[src/logic/icm_pkg.sv]
// Shared constants, register map and state codes of the I2C master engine
package icm_pkg;
  // Core clock and bus timing
  localparam int CLK_NS = 50;
  localparam int SPIKE_NS = 50;
  localparam int SPIKE_CYC = (SPIKE_NS / CLK_NS) < 1 ? 1 : SPIKE_NS / CLK_NS;
  localparam int STD_PERIOD_NS = 10000;
  localparam int FAST_PERIOD_NS = 2500;
  localparam int QTR_STD_CYC = (STD_PERIOD_NS + 4 * CLK_NS - 1) / (4 * CLK_NS);
  localparam int QTR_FAST_CYC = (FAST_PERIOD_NS + 4 * CLK_NS - 1)
                                / (4 * CLK_NS);
  // Register byte addresses
  localparam logic [7:0] ADDR_CON = 8'h00;
  localparam logic [7:0] ADDR_CMD = 8'h04;
  localparam logic [7:0] ADDR_ENABLE = 8'h08;
  localparam logic [7:0] ADDR_ESTATE = 8'h0C;
  localparam logic [7:0] ADDR_SPIKE = 8'h10;
  localparam logic [7:0] ADDR_ABRT = 8'h14;
  localparam logic [7:0] ADDR_RAW = 8'h18;
  localparam logic [7:0] ADDR_BCLR = 8'h1C;
  // Field positions
  localparam int CMD_W = 10;
  localparam int CMD_RNW_BIT = 8;
  localparam int CMD_STOP_BIT = 9;
  localparam int EN_BIT = 0;
  localparam int ABORT_BIT = 1;
  localparam int CON_MASTER_BIT = 0;
  localparam int CON_SPEED_LSB = 1;
  localparam int RAW_TXAB_BIT = 6;
  localparam int ABRT_USER_BIT = 0;
  localparam int RX_VALID_BIT = 8;
  localparam int BCLR_GO_BIT = 0;
  localparam int BCLR_OK_BIT = 1;
  localparam int BCLR_FAIL_BIT = 2;
  // Encodings and reset values
  localparam logic [1:0] SPEED_STD = 2'h1;
  localparam logic [1:0] SPEED_FAST = 2'h2;
  localparam logic [2:0] CON_RST = 3'h5;
  localparam logic [7:0] SPK_RST = 8'(SPIKE_CYC);
  localparam logic [3:0] CLR_LAST = 4'h8;
  typedef enum logic [6:0] {
    ST_IDLE  = 7'h01,
    ST_START = 7'h02,
    ST_BIT   = 7'h04,
    ST_ACK   = 7'h08,
    ST_HOLD  = 7'h10,
    ST_STOP  = 7'h20,
    ST_CLR   = 7'h40
  } icm_state_e;
endpackage

[src/logic/icm_strm_if.sv]
// Valid/ready word channel between the engine and its command buffer
`timescale 1ns/1ps
interface icm_strm_if #(parameter int W = 10);
  logic valid;
  logic ready;
  logic [W-1:0] data;
  modport src (output valid, output data, input ready);
  modport snk (input valid, input data, output ready);
endinterface

[src/logic/icm_buf2.sv]
// Small command buffer with flush and back-pressure
`timescale 1ns/1ps
module icm_buf2 import icm_pkg::*; #(
  parameter int W = CMD_W,
  parameter int DEPTH = 2
) (
  // Clock and reset
  input wire logic clk,
  input wire logic reset_n,
  input wire logic flush,
  // Channels
  icm_strm_if.snk in_s,
  icm_strm_if.src out_s
);
  localparam int PW = DEPTH > 1 ? $clog2(DEPTH) : 1;
  localparam int CW = $clog2(DEPTH + 1);
  typedef struct packed {
    logic [DEPTH-1:0][W-1:0] mem;
    logic [PW-1:0] wp;
    logic [PW-1:0] rp;
    logic [CW-1:0] cnt;
  } icm_buf_s;
  icm_buf_s r, next_r;
  logic push, pop;

  assign in_s.ready = (r.cnt != CW'(DEPTH));
  assign out_s.valid = (r.cnt != '0);
  assign out_s.data = r.mem[r.rp];
  assign push = in_s.valid & in_s.ready;
  assign pop = out_s.valid & out_s.ready;

  always_comb begin
    next_r = r;
    if (flush) begin
      // Flush wins over a push in the same cycle
      next_r.wp = '0;
      next_r.rp = '0;
      next_r.cnt = '0;
    end else begin
      if (push) begin
        next_r.mem[r.wp] = in_s.data;
        next_r.wp = (r.wp == PW'(DEPTH - 1)) ? '0 : PW'(r.wp + 1'b1);
      end
      if (pop) begin
        next_r.rp = (r.rp == PW'(DEPTH - 1)) ? '0 : PW'(r.rp + 1'b1);
      end
      next_r.cnt = CW'(r.cnt + CW'(push) - CW'(pop));
    end
  end

  always_ff @(posedge clk or negedge reset_n) begin
    if (!reset_n) begin
      r <= '0;
    end else begin
      r <= next_r;
    end
  end
endmodule // icm_buf2

[src/logic/icm_spike_filt.sv]
// Two-flop synchroniser followed by a programmable spike filter
`timescale 1ns/1ps
module icm_spike_filt (
  // Clock and reset
  input wire logic clk,
  input wire logic reset_n,
  // Line and setting
  input wire logic pin,
  input wire logic [7:0] limit,
  // Filtered level
  output logic filt
);
  typedef struct packed {
    logic s1;
    logic s2;
    logic prev;
    logic run;
    logic out;
    logic [7:0] cnt;
  } icm_filt_s;
  icm_filt_s r, next_r;
  logic chg;

  assign chg = (r.s2 != r.prev);
  assign filt = r.out;

  always_comb begin
    next_r = r;
    next_r.s1 = pin;
    next_r.s2 = r.s1;
    next_r.prev = r.s2;
    // Same path for both directions of a change
    if (chg) begin
      // A second change cancels the run without updating
      next_r.run = !r.run;
      next_r.cnt = '0;
    end else if (r.run) begin
      if ({1'b0, r.cnt} + 9'h001 >= {1'b0, limit}) begin
        next_r.out = r.s2;
        next_r.run = 1'b0;
        next_r.cnt = '0;
      end else begin
        next_r.cnt = r.cnt + 8'h01;
      end
    end
  end

  always_ff @(posedge clk or negedge reset_n) begin
    if (!reset_n) begin
      r <= '{s1: 1'b1, s2: 1'b1, prev: 1'b1, run: 1'b0, out: 1'b1,
             cnt: 8'h00};
    end else begin
      r <= next_r;
    end
  end
endmodule // icm_spike_filt

[src/logic/icm_master.sv]
// I2C master command engine with abort, spike filters and bus clear
// What this block does
// - Write command: data in bits 7:0, bit 8 zero.
// - Read command: bit 8 one, low byte ignored; mixing freely allowed.
// - While enabled, keep starting transfers while commands wait, in order.
// - Command with stop flag ends its transfer with a STOP.
// - No stop flag and empty queue: hold SCL low until next command.
// - Enabled flag in bit 0 of enable state reads one until shut down.
// - Disable without stop flag: stay active holding SCL low until command.
// - Abort issues STOP then flushes the command queue.
// - Abort acts only in master operation.
// - Finished abort sets transmit-abort event and user abort cause.
// - Per-line counter starts on change; stable to limit updates level.
// - Change before limit stops counter, level kept.
// - Two-flop synchroniser ahead of each filter, independent of limit.
// - Spike limit is 8 bits, read/write, written only while disabled.
// - Spike limit written below one stores one.
// - Filtering identical for rising and falling changes.
// - Speed field bits 2:1 value 2'h2 selects fast mode.
// - SDA stuck low: up to nine SCL pulses, SDA released, check each.
// - Recovered: STOP; not recovered after ninth: left to reset.
// - While disabled the command and receive buffers stay cleared.
// - Speed field written only while disabled.
`timescale 1ns/1ps
module icm_master import icm_pkg::*; (
  // Clock and reset
  input wire logic mclk,
  input wire logic reset_n,
  // APB register port
  input wire logic psel,
  input wire logic penable,
  input wire logic pwrite,
  input wire logic [7:0] paddr,
  input wire logic [31:0] pwdata,
  output logic [31:0] prdata,
  output logic pready,
  output logic pslverr,
  // I2C lines, open drain
  input wire logic scl_in,
  output logic scl_out,
  output logic scl_oe,
  input wire logic sda_in,
  output logic sda_out,
  output logic sda_oe
);
  typedef struct packed {
    icm_state_e st;
    logic [1:0] ph;
    logic [5:0] div;
    logic [3:0] bcnt;
    logic [CMD_W-1:0] cmd;
    logic [7:0] sh;
    logic scl_lo;
    logic sda_lo;
    logic en;
    logic abort;
    logic aborting;
    logic master;
    logic [1:0] speed;
    logic [7:0] spk;
    logic [7:0] rx;
    logic rx_v;
    logic ucause;
    logic txab;
    logic clr_go;
    logic clr_ok;
    logic clr_fail;
    logic [31:0] rdata;
  } icm_regs_s;
  icm_regs_s r, next_r;

  icm_strm_if #(.W(CMD_W)) win ();
  icm_strm_if #(.W(CMD_W)) wout ();

  logic en_flag, tick, flush, pop, abort_ok;
  logic cmd_wr, acc, hit, scl_f, sda_f;
  logic [1:0] line_raw, line_filt;

  assign line_raw = {sda_in, scl_in};
  assign scl_f = line_filt[0];
  assign sda_f = line_filt[1];

  for (genvar i = 0; i < 2; i++) begin : g_filt
    icm_spike_filt u_filt (
      .clk(mclk),
      .reset_n(reset_n),
      .pin(line_raw[i]),
      .limit(r.spk),
      .filt(line_filt[i])
    );
  end

  icm_buf2 #(.W(CMD_W), .DEPTH(2)) u_buf (
    .clk(mclk),
    .reset_n(reset_n),
    .flush(flush),
    .in_s(win.snk),
    .out_s(wout.src)
  );

  // Enabled until the engine has reached idle
  assign en_flag = r.en | (r.st != ST_IDLE);
  assign tick = (r.div == 6'h00);
  assign abort_ok = r.abort & r.master;
  assign hit = (paddr == ADDR_CON) | (paddr == ADDR_CMD)
             | (paddr == ADDR_ENABLE) | (paddr == ADDR_ESTATE)
             | (paddr == ADDR_SPIKE) | (paddr == ADDR_ABRT)
             | (paddr == ADDR_RAW) | (paddr == ADDR_BCLR);
  // A full buffer stalls the command write, so no word is lost
  assign cmd_wr = psel & penable & pwrite & (paddr == ADDR_CMD);
  assign win.valid = cmd_wr;
  assign win.data = pwdata[CMD_W-1:0];
  assign wout.ready = pop;
  assign pready = !(cmd_wr && !win.ready);
  assign pslverr = psel & penable & !hit;
  assign acc = psel & penable & pready & hit;
  assign prdata = r.rdata;
  assign scl_out = 1'b0;
  assign sda_out = 1'b0;
  assign scl_oe = r.scl_lo;
  assign sda_oe = r.sda_lo;

  always_comb begin
    next_r = r;
    pop = 1'b0;
    // Queue cleared while disabled
    flush = !en_flag;
    if (!en_flag) begin
      next_r.rx_v = 1'b0;
    end
    // Read data is captured in the setup phase
    if (psel && !penable) begin
      unique case (paddr)
        ADDR_CON: next_r.rdata = {29'h0, r.speed, r.master};
        ADDR_CMD: next_r.rdata = {23'h0, r.rx_v, r.rx};
        ADDR_ENABLE: next_r.rdata = {30'h0, r.abort, r.en};
        ADDR_ESTATE: next_r.rdata = {31'h0, en_flag};
        ADDR_SPIKE: next_r.rdata = {24'h0, r.spk};
        ADDR_ABRT: next_r.rdata = {31'h0, r.ucause};
        ADDR_RAW: next_r.rdata = {25'h0, r.txab, 6'h00};
        ADDR_BCLR: next_r.rdata = {29'h0, r.clr_fail, r.clr_ok, r.clr_go};
        default: next_r.rdata = 32'h0;
      endcase
    end
    if (acc && !pwrite && paddr == ADDR_CMD) begin
      next_r.rx_v = 1'b0;
    end
    if (acc && pwrite) begin
      unique case (paddr)
        ADDR_CON: begin
          if (!en_flag) begin
            next_r.master = pwdata[CON_MASTER_BIT];
            next_r.speed = pwdata[CON_SPEED_LSB+:2];
          end
        end
        ADDR_ENABLE: begin
          next_r.en = pwdata[EN_BIT];
          if (pwdata[ABORT_BIT] && r.master) begin
            next_r.abort = 1'b1;
          end
        end
        ADDR_SPIKE: begin
          if (!en_flag) begin
            // Zero would filter the same as one, and it is stored as one
            next_r.spk = (pwdata[7:0] == 8'h00) ? 8'h01 : pwdata[7:0];
          end
        end
        ADDR_RAW: begin
          if (pwdata[RAW_TXAB_BIT]) begin
            next_r.txab = 1'b0;
            next_r.ucause = 1'b0;
          end
        end
        ADDR_BCLR: begin
          if (pwdata[BCLR_GO_BIT] && r.st == ST_IDLE && !r.clr_go) begin
            next_r.clr_go = 1'b1;
            next_r.clr_ok = 1'b0;
            next_r.clr_fail = 1'b0;
          end
        end
        default: begin
        end
      endcase
    end
    // Quarter-bit divider; rate follows the speed field
    if (tick) begin
      next_r.div = (r.speed == SPEED_STD) ? 6'(QTR_STD_CYC - 1)
                                          : 6'(QTR_FAST_CYC - 1);
    end else begin
      next_r.div = r.div - 6'h01;
    end
    if (tick) begin
      next_r.ph = r.ph + 2'h1;
      unique case (r.st)
        ST_IDLE: begin
          next_r.ph = 2'h0;
          next_r.scl_lo = 1'b0;
          next_r.sda_lo = 1'b0;
          if (r.clr_go) begin
            next_r.st = ST_CLR;
            next_r.bcnt = 4'h0;
          end else if (abort_ok) begin
            next_r.st = ST_STOP;
            next_r.aborting = 1'b1;
          end else if (r.en && r.master && wout.valid) begin
            next_r.st = ST_START;
          end
        end
        ST_START: begin
          if (r.ph == 2'h0) begin
            next_r.sda_lo = 1'b1;
          end else begin
            next_r.scl_lo = 1'b1;
            pop = 1'b1;
            next_r.cmd = wout.data;
            next_r.bcnt = 4'h7;
            next_r.st = ST_BIT;
            next_r.ph = 2'h0;
          end
        end
        ST_BIT: begin
          unique case (r.ph)
            2'h0: next_r.sda_lo = !r.cmd[CMD_RNW_BIT] && !r.cmd[r.bcnt[2:0]];
            2'h1: next_r.scl_lo = 1'b0;
            2'h2: next_r.sh = {r.sh[6:0], sda_f};
            2'h3: begin
              next_r.scl_lo = 1'b1;
              if (abort_ok) begin
                next_r.st = ST_STOP;
                next_r.aborting = 1'b1;
              end else if (r.bcnt == 4'h0) begin
                next_r.st = ST_ACK;
              end else begin
                next_r.bcnt = r.bcnt - 4'h1;
              end
            end
          endcase
        end
        ST_ACK: begin
          unique case (r.ph)
            // A read acknowledges unless it is the last of the transfer
            2'h0: next_r.sda_lo = r.cmd[CMD_RNW_BIT] && !r.cmd[CMD_STOP_BIT];
            2'h1: next_r.scl_lo = 1'b0;
            2'h2: begin
            end
            2'h3: begin
              next_r.scl_lo = 1'b1;
              if (r.cmd[CMD_RNW_BIT]) begin
                next_r.rx = r.sh;
                next_r.rx_v = 1'b1;
              end
              if (abort_ok) begin
                next_r.st = ST_STOP;
                next_r.aborting = 1'b1;
              end else if (r.cmd[CMD_STOP_BIT]) begin
                next_r.st = ST_STOP;
              end else if (wout.valid) begin
                pop = 1'b1;
                next_r.cmd = wout.data;
                next_r.bcnt = 4'h7;
                next_r.st = ST_BIT;
              end else begin
                next_r.st = ST_HOLD;
              end
            end
          endcase
        end
        ST_HOLD: begin
          // SCL stays low here even after disable
          next_r.ph = 2'h0;
          if (abort_ok) begin
            next_r.st = ST_STOP;
            next_r.aborting = 1'b1;
          end else if (wout.valid) begin
            pop = 1'b1;
            next_r.cmd = wout.data;
            next_r.bcnt = 4'h7;
            next_r.st = ST_BIT;
          end
        end
        ST_STOP: begin
          unique case (r.ph)
            2'h0: begin
              next_r.scl_lo = 1'b1;
              next_r.sda_lo = 1'b1;
            end
            2'h1: next_r.scl_lo = 1'b0;
            2'h2: next_r.sda_lo = 1'b0;
            2'h3: begin
              next_r.st = ST_IDLE;
              if (r.aborting) begin
                flush = 1'b1;
                next_r.aborting = 1'b0;
                next_r.abort = 1'b0;
                next_r.txab = 1'b1;
                next_r.ucause = 1'b1;
              end
              if (r.clr_go) begin
                next_r.clr_go = 1'b0;
                next_r.clr_ok = 1'b1;
              end
            end
          endcase
        end
        ST_CLR: begin
          unique case (r.ph)
            2'h0: begin
              next_r.scl_lo = 1'b1;
              next_r.sda_lo = 1'b0;
            end
            2'h1: next_r.scl_lo = 1'b0;
            2'h2: begin
              if (sda_f) begin
                next_r.st = ST_STOP;
                next_r.ph = 2'h0;
              end
            end
            2'h3: begin
              next_r.scl_lo = 1'b1;
              next_r.bcnt = r.bcnt + 4'h1;
              if (r.bcnt == CLR_LAST) begin
                // Nine pulses spent; only a reset frees the bus now
                next_r.st = ST_IDLE;
                next_r.scl_lo = 1'b0;
                next_r.clr_go = 1'b0;
                next_r.clr_fail = 1'b1;
              end
            end
          endcase
        end
        default: next_r.st = ST_IDLE;
      endcase
    end
  end

  always_ff @(posedge mclk or negedge reset_n) begin
    if (!reset_n) begin
      r <= '{st: ST_IDLE, master: CON_RST[CON_MASTER_BIT],
             speed: CON_RST[2:1], spk: SPK_RST, default: '0};
    end else begin
      r <= next_r;
    end
  end
endmodule // icm_master

[config.mk]
export PLATFORM = sky130hd
export DESIGN_NAME = icm_master
export DESIGN_NICKNAME = d
export VERILOG_FILES = /design/src/logic/icm_pkg.sv /design/src/logic/icm_strm_if.sv /design/src/logic/icm_buf2.sv /design/src/logic/icm_spike_filt.sv /design/src/logic/icm_master.sv
export SDC_FILE = /design/constraint.sdc
export NUM_CORES = 1
export LEC_CHECK = 0
export BUFFER_PORTS_ARGS = -buffer_cell sky130_fd_sc_hd__clkbuf_2
export CORE_ASPECT_RATIO = 1.25
export CORE_MARGIN = 4
export CORE_UTILIZATION = 54
export DETAILED_ROUTE_END_ITERATION = 8
export GPL_TIMING_DRIVEN = 0
export PLACE_DENSITY = 0.75
export SYNTH_ARGS = -nofsm -noshare
export SYNTH_HDL_FRONTEND = slang
export SYNTH_SLANG_ARGS = --single-unit
[constraint.sdc]
create_clock -name mclk -period 3.9 [get_ports mclk]
set_input_delay 0.975 -clock mclk [delete_from_list [all_inputs] [get_ports mclk]]
set_output_delay 0.975 -clock mclk [all_outputs]
set_load 0.01 [all_outputs]
==> results of run 1 <==
[cell type report]
cell class              count  area, µm²  area share, %
repair buffers             36        189           2.47
flip-flops and latches    113       2840           37.1
well taps                 161        201           2.64
clock buffers              18        439           5.75
multi-input cells         432       3330           43.6
plain buffers              58        397           5.19
inverters                  24       90.1           1.18
clock inverters            14        154           2.01
[report_power, final]
part	switching (mW)	leakage, nW	internal (mW)
Clock	0.581	0.284	0.964
Sequential	0.0816	1.52	1.25
Combinational	0.408	1.83	0.277
Total	1.07	3.63	2.49
[logic make-up (layout without fill, tap and decap cells)]
kind of cell    count (synthesis)  count (layout)
xor+xnor                       16              16
simple gates                  182             182
fa+ha+maj                      20              20
other cells                     1              25
mux                            83              83
buf+inv                        82             150
compound gates                106             106
flops                         113             113
[what timing repair did]
action                     CTS  global route
hold buffers                 0             0
gates resized for setup      0             1
setup endpoints to repair    0             1
[sequential cells by signal (all words and copies together), names as in the netlist]
| name | cells |
|---|---|
| g_filt.u_filt.filt | 1 |
| scl_oe | 1 |
| g_filt.u_filt.next_r | 2 |
| u_buf.r | 24 |
| g_filt.u_filt.r | 10 |
| prdata | 9 |
| sda_oe | 1 |
| r | 65 |
[routing by layer]
metal / wire length (µm) / up-vias / share of wire (%)
met1: 6310 / 2413 / 42
met4: 246 / 0 / 1.7
met3: 798 / 28 / 5.4
li1: - / 2299 / -
met2: 7500 / 163 / 50
met5: 0 / - / 0
[cells in the final DEF (no fill, tap or decap), types with 4 or more instances in the layout]
master     instances
a21oi_1           19
a221o_1            4
a22o_1             4
a31oi_1            6
a32o_1             7
and2_1             4
and3_1            11
buf_2              7
buf_4             35
buf_6              5
clkbuf_1           8
clkbuf_16         17
clkbuf_2          36
conb_1            25
dfrtp_1          105
dfstp_2            8
ha_1              19
inv_1             23
inv_6              4
mux2_2            63
mux2_4             9
mux2i_1            9
nand2_1           38
nand2b_1           9
nand3_1           13
nand4_1            5
nor2_1            35
nor2b_1            7
nor3_1            14
nor4b_1            5
o211ai_1           6
o21ai_0           25
o31ai_1            5
xnor2_1            7
xor2_1             9
[path summary, 6_finish.rpt]
check | start | to | slack (ps) | cells after the start
min in group asynchronous | reset_n | r[95] | 660 | 1
hold / removal | g_filt[1].u_filt.next_r[11] | g_filt[1].u_filt.next_r[10] | 360 | 0
hold reg to reg | g_filt[1].u_filt.next_r[11] | g_filt[1].u_filt.next_r[10] | 360 | 0
max in group asynchronous | reset_n | r[96] | 2590 | 1
setup / recovery | paddr[0] | pready | 140 | 6
setup reg to reg | r[94] | r[83] | 890 | 11
[worst max-delay path, stage by stage]
cell and delay (ps):
clkbuf_2 90, nor4_2 400, nor2b_1 300, nand3_1 150, or4b_2 700, clkbuf_2 160
==> results by group, run 1 <==
Timing
  • Min Tclk post-route: 3760 ps
  • Final WS setup: 145 ps
  • RSZ-0062 raised after global routing: false
  • Fin Clk Skew: 6.44 ps
  • Fin Setup TNS: 0 ps
  • Worst slew pin tran: 902 ps
  • Final hold violation count: 0
  • Period utilisation layout: 96.3%
  • Pins Over Slew Limit: 0
  • Setup Viol. Count Final: 0
  • Hold slack final: 360 ps
  • Max Freq: 266 MHz
  • Relative slew slack: 39.9%

GRT
  • Largest net degree at the start of global routing: 114
  • Number of global-route vias before repair: 5009
  • Initial antenna violation count: 0
  • Met1 Usage GRT: 28.5%
  • Met2 GRT Util: 37.0%
  • Grt ovf: 0
  • Busiest grt layer: met2
  • First-pass GRT wire length: 24900 µm
  • Gr usage total: 22.1%
  • Grt met3 use: 4.86%

Power
  • Total Power: 3.56 mW
  • Leak pwr: 3.63 nW
  • Pwr Density: 466 mW/mm²
  • Peak VDD IR: 0.332 mV

Critical path
  • Worst path arrival time: 2780 ps
  • Crit Path Class: input port to output pin
  • Setup crit start kind: input port
  • Required time worst endpoint: 2920 ps
  • Worst Path Max Fanout: 3
  • Worst setup EP type: output pin

Synthesis
  • Synthesis Warnings: 0
  • Post-synth EDFFs: 0
  • Post-Syn Area per Cell: 10.9 µm²
  • XOR/XNOR Fraction of Synth Area: 2.14%
  • Top cells by count, synth: 105 x dfrtp_1, 63 x mux2_2, 38 x nand2_1, 35 x buf_4, 35 x nor2_1
  • Synth async-reset ratio: 100%
  • Part of the Yosys area used for sequential elements: 43.3%
  • Mapped Cells: 603
  • Largest family of logic cells by synthesized area: simple AND/OR/NAND/NOR gates
  • Post-synth top area share: 40.1%
  • Synth cell types: 79
  • Top FF cell, synth: dfrtp_1
  • Synth top area cells: dfrtp_1 40%, mux2_2 11%, buf_4 4.0%, ha_1 3.6%, dfstp_2 3.2%
  • Post-synthesis compound-gate area fraction: 11.5%
  • Largest area contributor in the netlist: dfrtp_1
  • Register bit total from synthesis: 113
  • Count leader, synth: dfrtp_1
  • Adder-Cell Fraction of Synth Area: 3.93%
  • Synth Cell Area: 0.00656 mm²
  • Simple-gate area share of the yosys netlist: 16.8%
  • Post-synthesis mux area share: 14.9%

Die
  • Die Y: 131 µm
  • Core area: 0.0117 mm²
  • Die area: 0.0140 mm²
  • Die X: 107 µm
  • Initial Util: 55.9%
  • I/O pins: 85
  • Std-Cell Rows: 44

Place
  • Placed Area: 0.00704 mm²
  • Pre-CTS WS: 55.9 ps
  • DP HPWL: 10700 µm
  • I/O Buffers: 36
  • Placed insts: 824
  • RD Place Congestion: 0.941

Clock network
  • CTS tree: done
  • Worst skew pair latency: 410 ps
  • Clock tree buffer depth: 2
  • Number of buffers created by CTS: 17
  • Number of setup buffers added after CTS: 0
  • Clock-pin slew of the registers on the worst-case setup and hold paths: 60 ps
  • Clk sinks: 113
  • CTS root buffer: clkbuf_16
  • H-tree depth: 4

Final layout
  • Layout area overhead: 16.5%
  • Fin area: 0.00764 mm²
  • Nets: 749
  • Antenna cells: 0
  • # fillers: 921
  • Share of cells above drive strength 1: 33.2%
  • Final Core Density: 65.1%
  • Non-filler cells, final: 856

Job
  • MaxCap Viol Count: 0

Routing
  • Drt first pass iters: 5
  • Vias per cell: 5.73
  • Vias: 4903
  • Initial DRC Count: 290
  • DRT antenna net count: 0
  • Post-route DRC: 0
  • Drt total wl: 14900 µm
  • WL/cell: 17.4 µm

Status
  • Status: complete, no violations

Worst hold path
  • Hold WC Path Type: flop to flop
No activity file was read; power rests on OpenSTA's default activity.
==> run 2, diff against run 1 <==
Settings changed: CORE_MARGIN 4 to 1.5, CORE_UTILIZATION 54 to 58, PLACE_DENSITY 0.75 to 0.8.
==> run 2 against run 1 <==
  * Maximum frequency is 0.96% higher
  * Worst setup slack better by 36 ps
  * Die area is 14% lower
  * Final cell count is 3.0% lower
  * Largest power group unchanged
==> results by group, run 2 (synthesized netlist as in run 1, its figures left out) <==
Power
  • Leak pwr: 3.64 nW (+0.27%)
  • Pwr Density: 474 mW/mm² (+1.8%)
  • Total Power: 3.61 mW (+1.4%)
  • Peak VDD IR: 0.325 mV (-2.4%)

Final layout
  • Top flop regs: r: 65 flops, u_buf.r: 24 flops, g_filt.u_filt.r: 10 flops
  • Non-filler cells, final: 830 (-3.0%)
  • Most flops, register: r
  • Most frequent cells in the layout: 105 x dfrtp_1, 63 x mux2_2, 38 x nand2_1
  • Most common cell after layout, fill and taps aside: dfrtp_1
  • Layout area overhead: 16.1%
  • Largest register FFs: 65 (unchanged)
  • Nets: 749 (unchanged)
  • Antenna cells: 0 (unchanged)
  • Share of cells above drive strength 1: 33.2% (unchanged)

Critical path
  • Worst reg-to-reg setup slack: 810 ps (-80 ps)
  • Required time worst endpoint: 2920 ps (about the same)
  • Setup crit start kind: input port
  • Worst setup EP type: output pin
  • Worst path arrival time: 2740 ps (-40 ps)
  • R2r worst-path depth: 11 (unchanged)
  • Worst Setup SP: paddr[0]
  • Crit Path Class: input port to output pin
  • RR Startpoint: r[95]
  • RR Endpoint: r[83]
  • Worst Path Max Fanout: 3 (unchanged)
  • Setup crit end: pready

GRT
  • Largest net degree at the start of global routing: 114 (unchanged)
  • Grt ovf: 0 (unchanged)
  • Gr usage total: 27.1% (+5.1 points)
  • First-pass GRT wire length: 25400 µm (+2.0%)
  • Number of global-route vias before repair: 5078 (+1.4%)
  • Initial antenna violation count: 0 (unchanged)

Status
  • Status: complete, no violations

Place
  • I/O Buffers: 36 (unchanged)
  • Placed insts: 798 (-3.2%)
  • RD Place Congestion: 0.943 (+0.27%)
  • DP HPWL: 10700 µm (+0.16%)

Routing
  • Drt first pass iters: 5 (unchanged)
  • WL/cell: 18.4 µm (+6.0%)
  • DRT antenna net count: 0 (unchanged)
  • Drt total wl: 15300 µm (+2.7%)
  • Vias per cell: 6.10 (+6.4%)
  • Vias: 5060 (+3.2%)
  • Initial DRC Count: 410 (+41%)
  • Post-route DRC: 0 (unchanged)

Clock network
  • Clk sinks: 113 (unchanged)
  • Number of buffers created by CTS: 17 (unchanged)
  • CTS tree: done
  • H-tree depth: 4 (unchanged)
  • Worst skew pair latency: 420 ps (about the same)
  • Number of setup buffers added after CTS: 0 (unchanged)
  • Clock-pin slew of the registers on the worst-case setup and hold paths: 60 ps (about the same)
  • CTS root buffer: clkbuf_16
  • # hold bufs at CTS: 0 (unchanged)
  • Clock tree buffer depth: 2 (unchanged)
  • Post_cts resized: 0 (unchanged)

Die
  • Die Y: 122 µm (-7.1%)
  • Initial Util: 59.2% (+3.2 points)
  • Core area: 0.0111 mm² (-5.5%)
  • Std-Cell Rows: 43 (-2.3%)
  • Die area: 0.0120 mm² (-14%)
  • I/O pins: 85 (unchanged)
  • Die X: 98.1 µm (-7.9%)

Timing
  • Pins Over Slew Limit: 0 (unchanged)
  • Setup Viol. Count Final: 0 (unchanged)
  • Period utilisation layout: 95.4% (-0.92 points)
  • RSZ-0062 raised after global routing: false
  • Fin Setup TNS: 0 ps (unchanged)
  • Relative slew slack: 42.5% (+2.7 points)
  • Worst slew pin tran: 862 ps (-39.8 ps)
  • Min Tclk post-route: 3720 ps (-35.7 ps)
  • Hold slack final: 358 ps (-2.18 ps)
  • Max Freq: 269 MHz (+0.96%)
  • Fin Clk Skew: 12.9 ps (+6.48 ps)
  • Final hold violation count: 0 (unchanged)

Job
  • MaxCap Viol Count: 0 (unchanged)

Worst hold path
  • Hold WC Path Type: flop to flop
run 2: cell types whose count changed in the layout (fill, tap and decap cells not counted), sizes merged:
cell      change
clkinvlp      -2
inv           +4
clkbuf        -1
clkinv        -1
run 2: area by class of cell:
cell class | count | area [µm²]
fillers | 840 | 3470
multi-input cells | 432 | 3330
flip-flops and latches | 113 | 2840
inverters | 24 | 90.1
well taps | 135 | 169
plain buffers | 58 | 397
clock inverters | 15 | 174
repair buffers | 36 | 189
clock buffers | 17 | 425
run 2: critical path, cell delays in order:
cell and delay, ps:
clkbuf_2 90, nor4_2 380, nor2b_1 260, nand3_1 170, or4b_2 710, clkbuf_2 160
run 2: routing by layer:
metal	track usage, %	wire length [µm]	vias up
met5	0	0	-
met4	9.73	344	0
met3	6.43	885	41
met2	45.6	7820	209
met1	34.5	6210	2514
li1	-	-	2296
run 2: report_power, final:
part | switching, mW | total, mW | internal [mW]
Clock | 0.619 | 1.58 | 0.962
Sequential | 0.0822 | 1.33 | 1.25
Combinational | 0.424 | 0.700 | 0.277
run 2: how the worst min path moves through the flow:
stage	start	depth (start not counted)	end
2_1_floorplan	g_filt[1].u_filt.next_r[11]	0	g_filt[1].u_filt.next_r[10]
3_3_place_gp	g_filt[1].u_filt.next_r[11]	0	g_filt[1].u_filt.next_r[10]
3_5_place_dp	g_filt[1].u_filt.next_r[11]	0	g_filt[1].u_filt.next_r[10]
4_1_cts	g_filt[1].u_filt.next_r[11]	0	g_filt[1].u_filt.next_r[10]
5_1_grt	g_filt[1].u_filt.next_r[11]	0	g_filt[1].u_filt.next_r[10]
6_report	g_filt[1].u_filt.next_r[11]	0	g_filt[1].u_filt.next_r[10]
run 2: metrics by stage:
stage               util [%]  area [µm²]  setup slack, ps
detailed placement      63.2        7010              139
CTS                     68.6        7610             95.3
finish                  68.7        7610              181
floorplan                  -        6650              608
global placement        63.1        7000              110
global route            68.7        7610             85.5
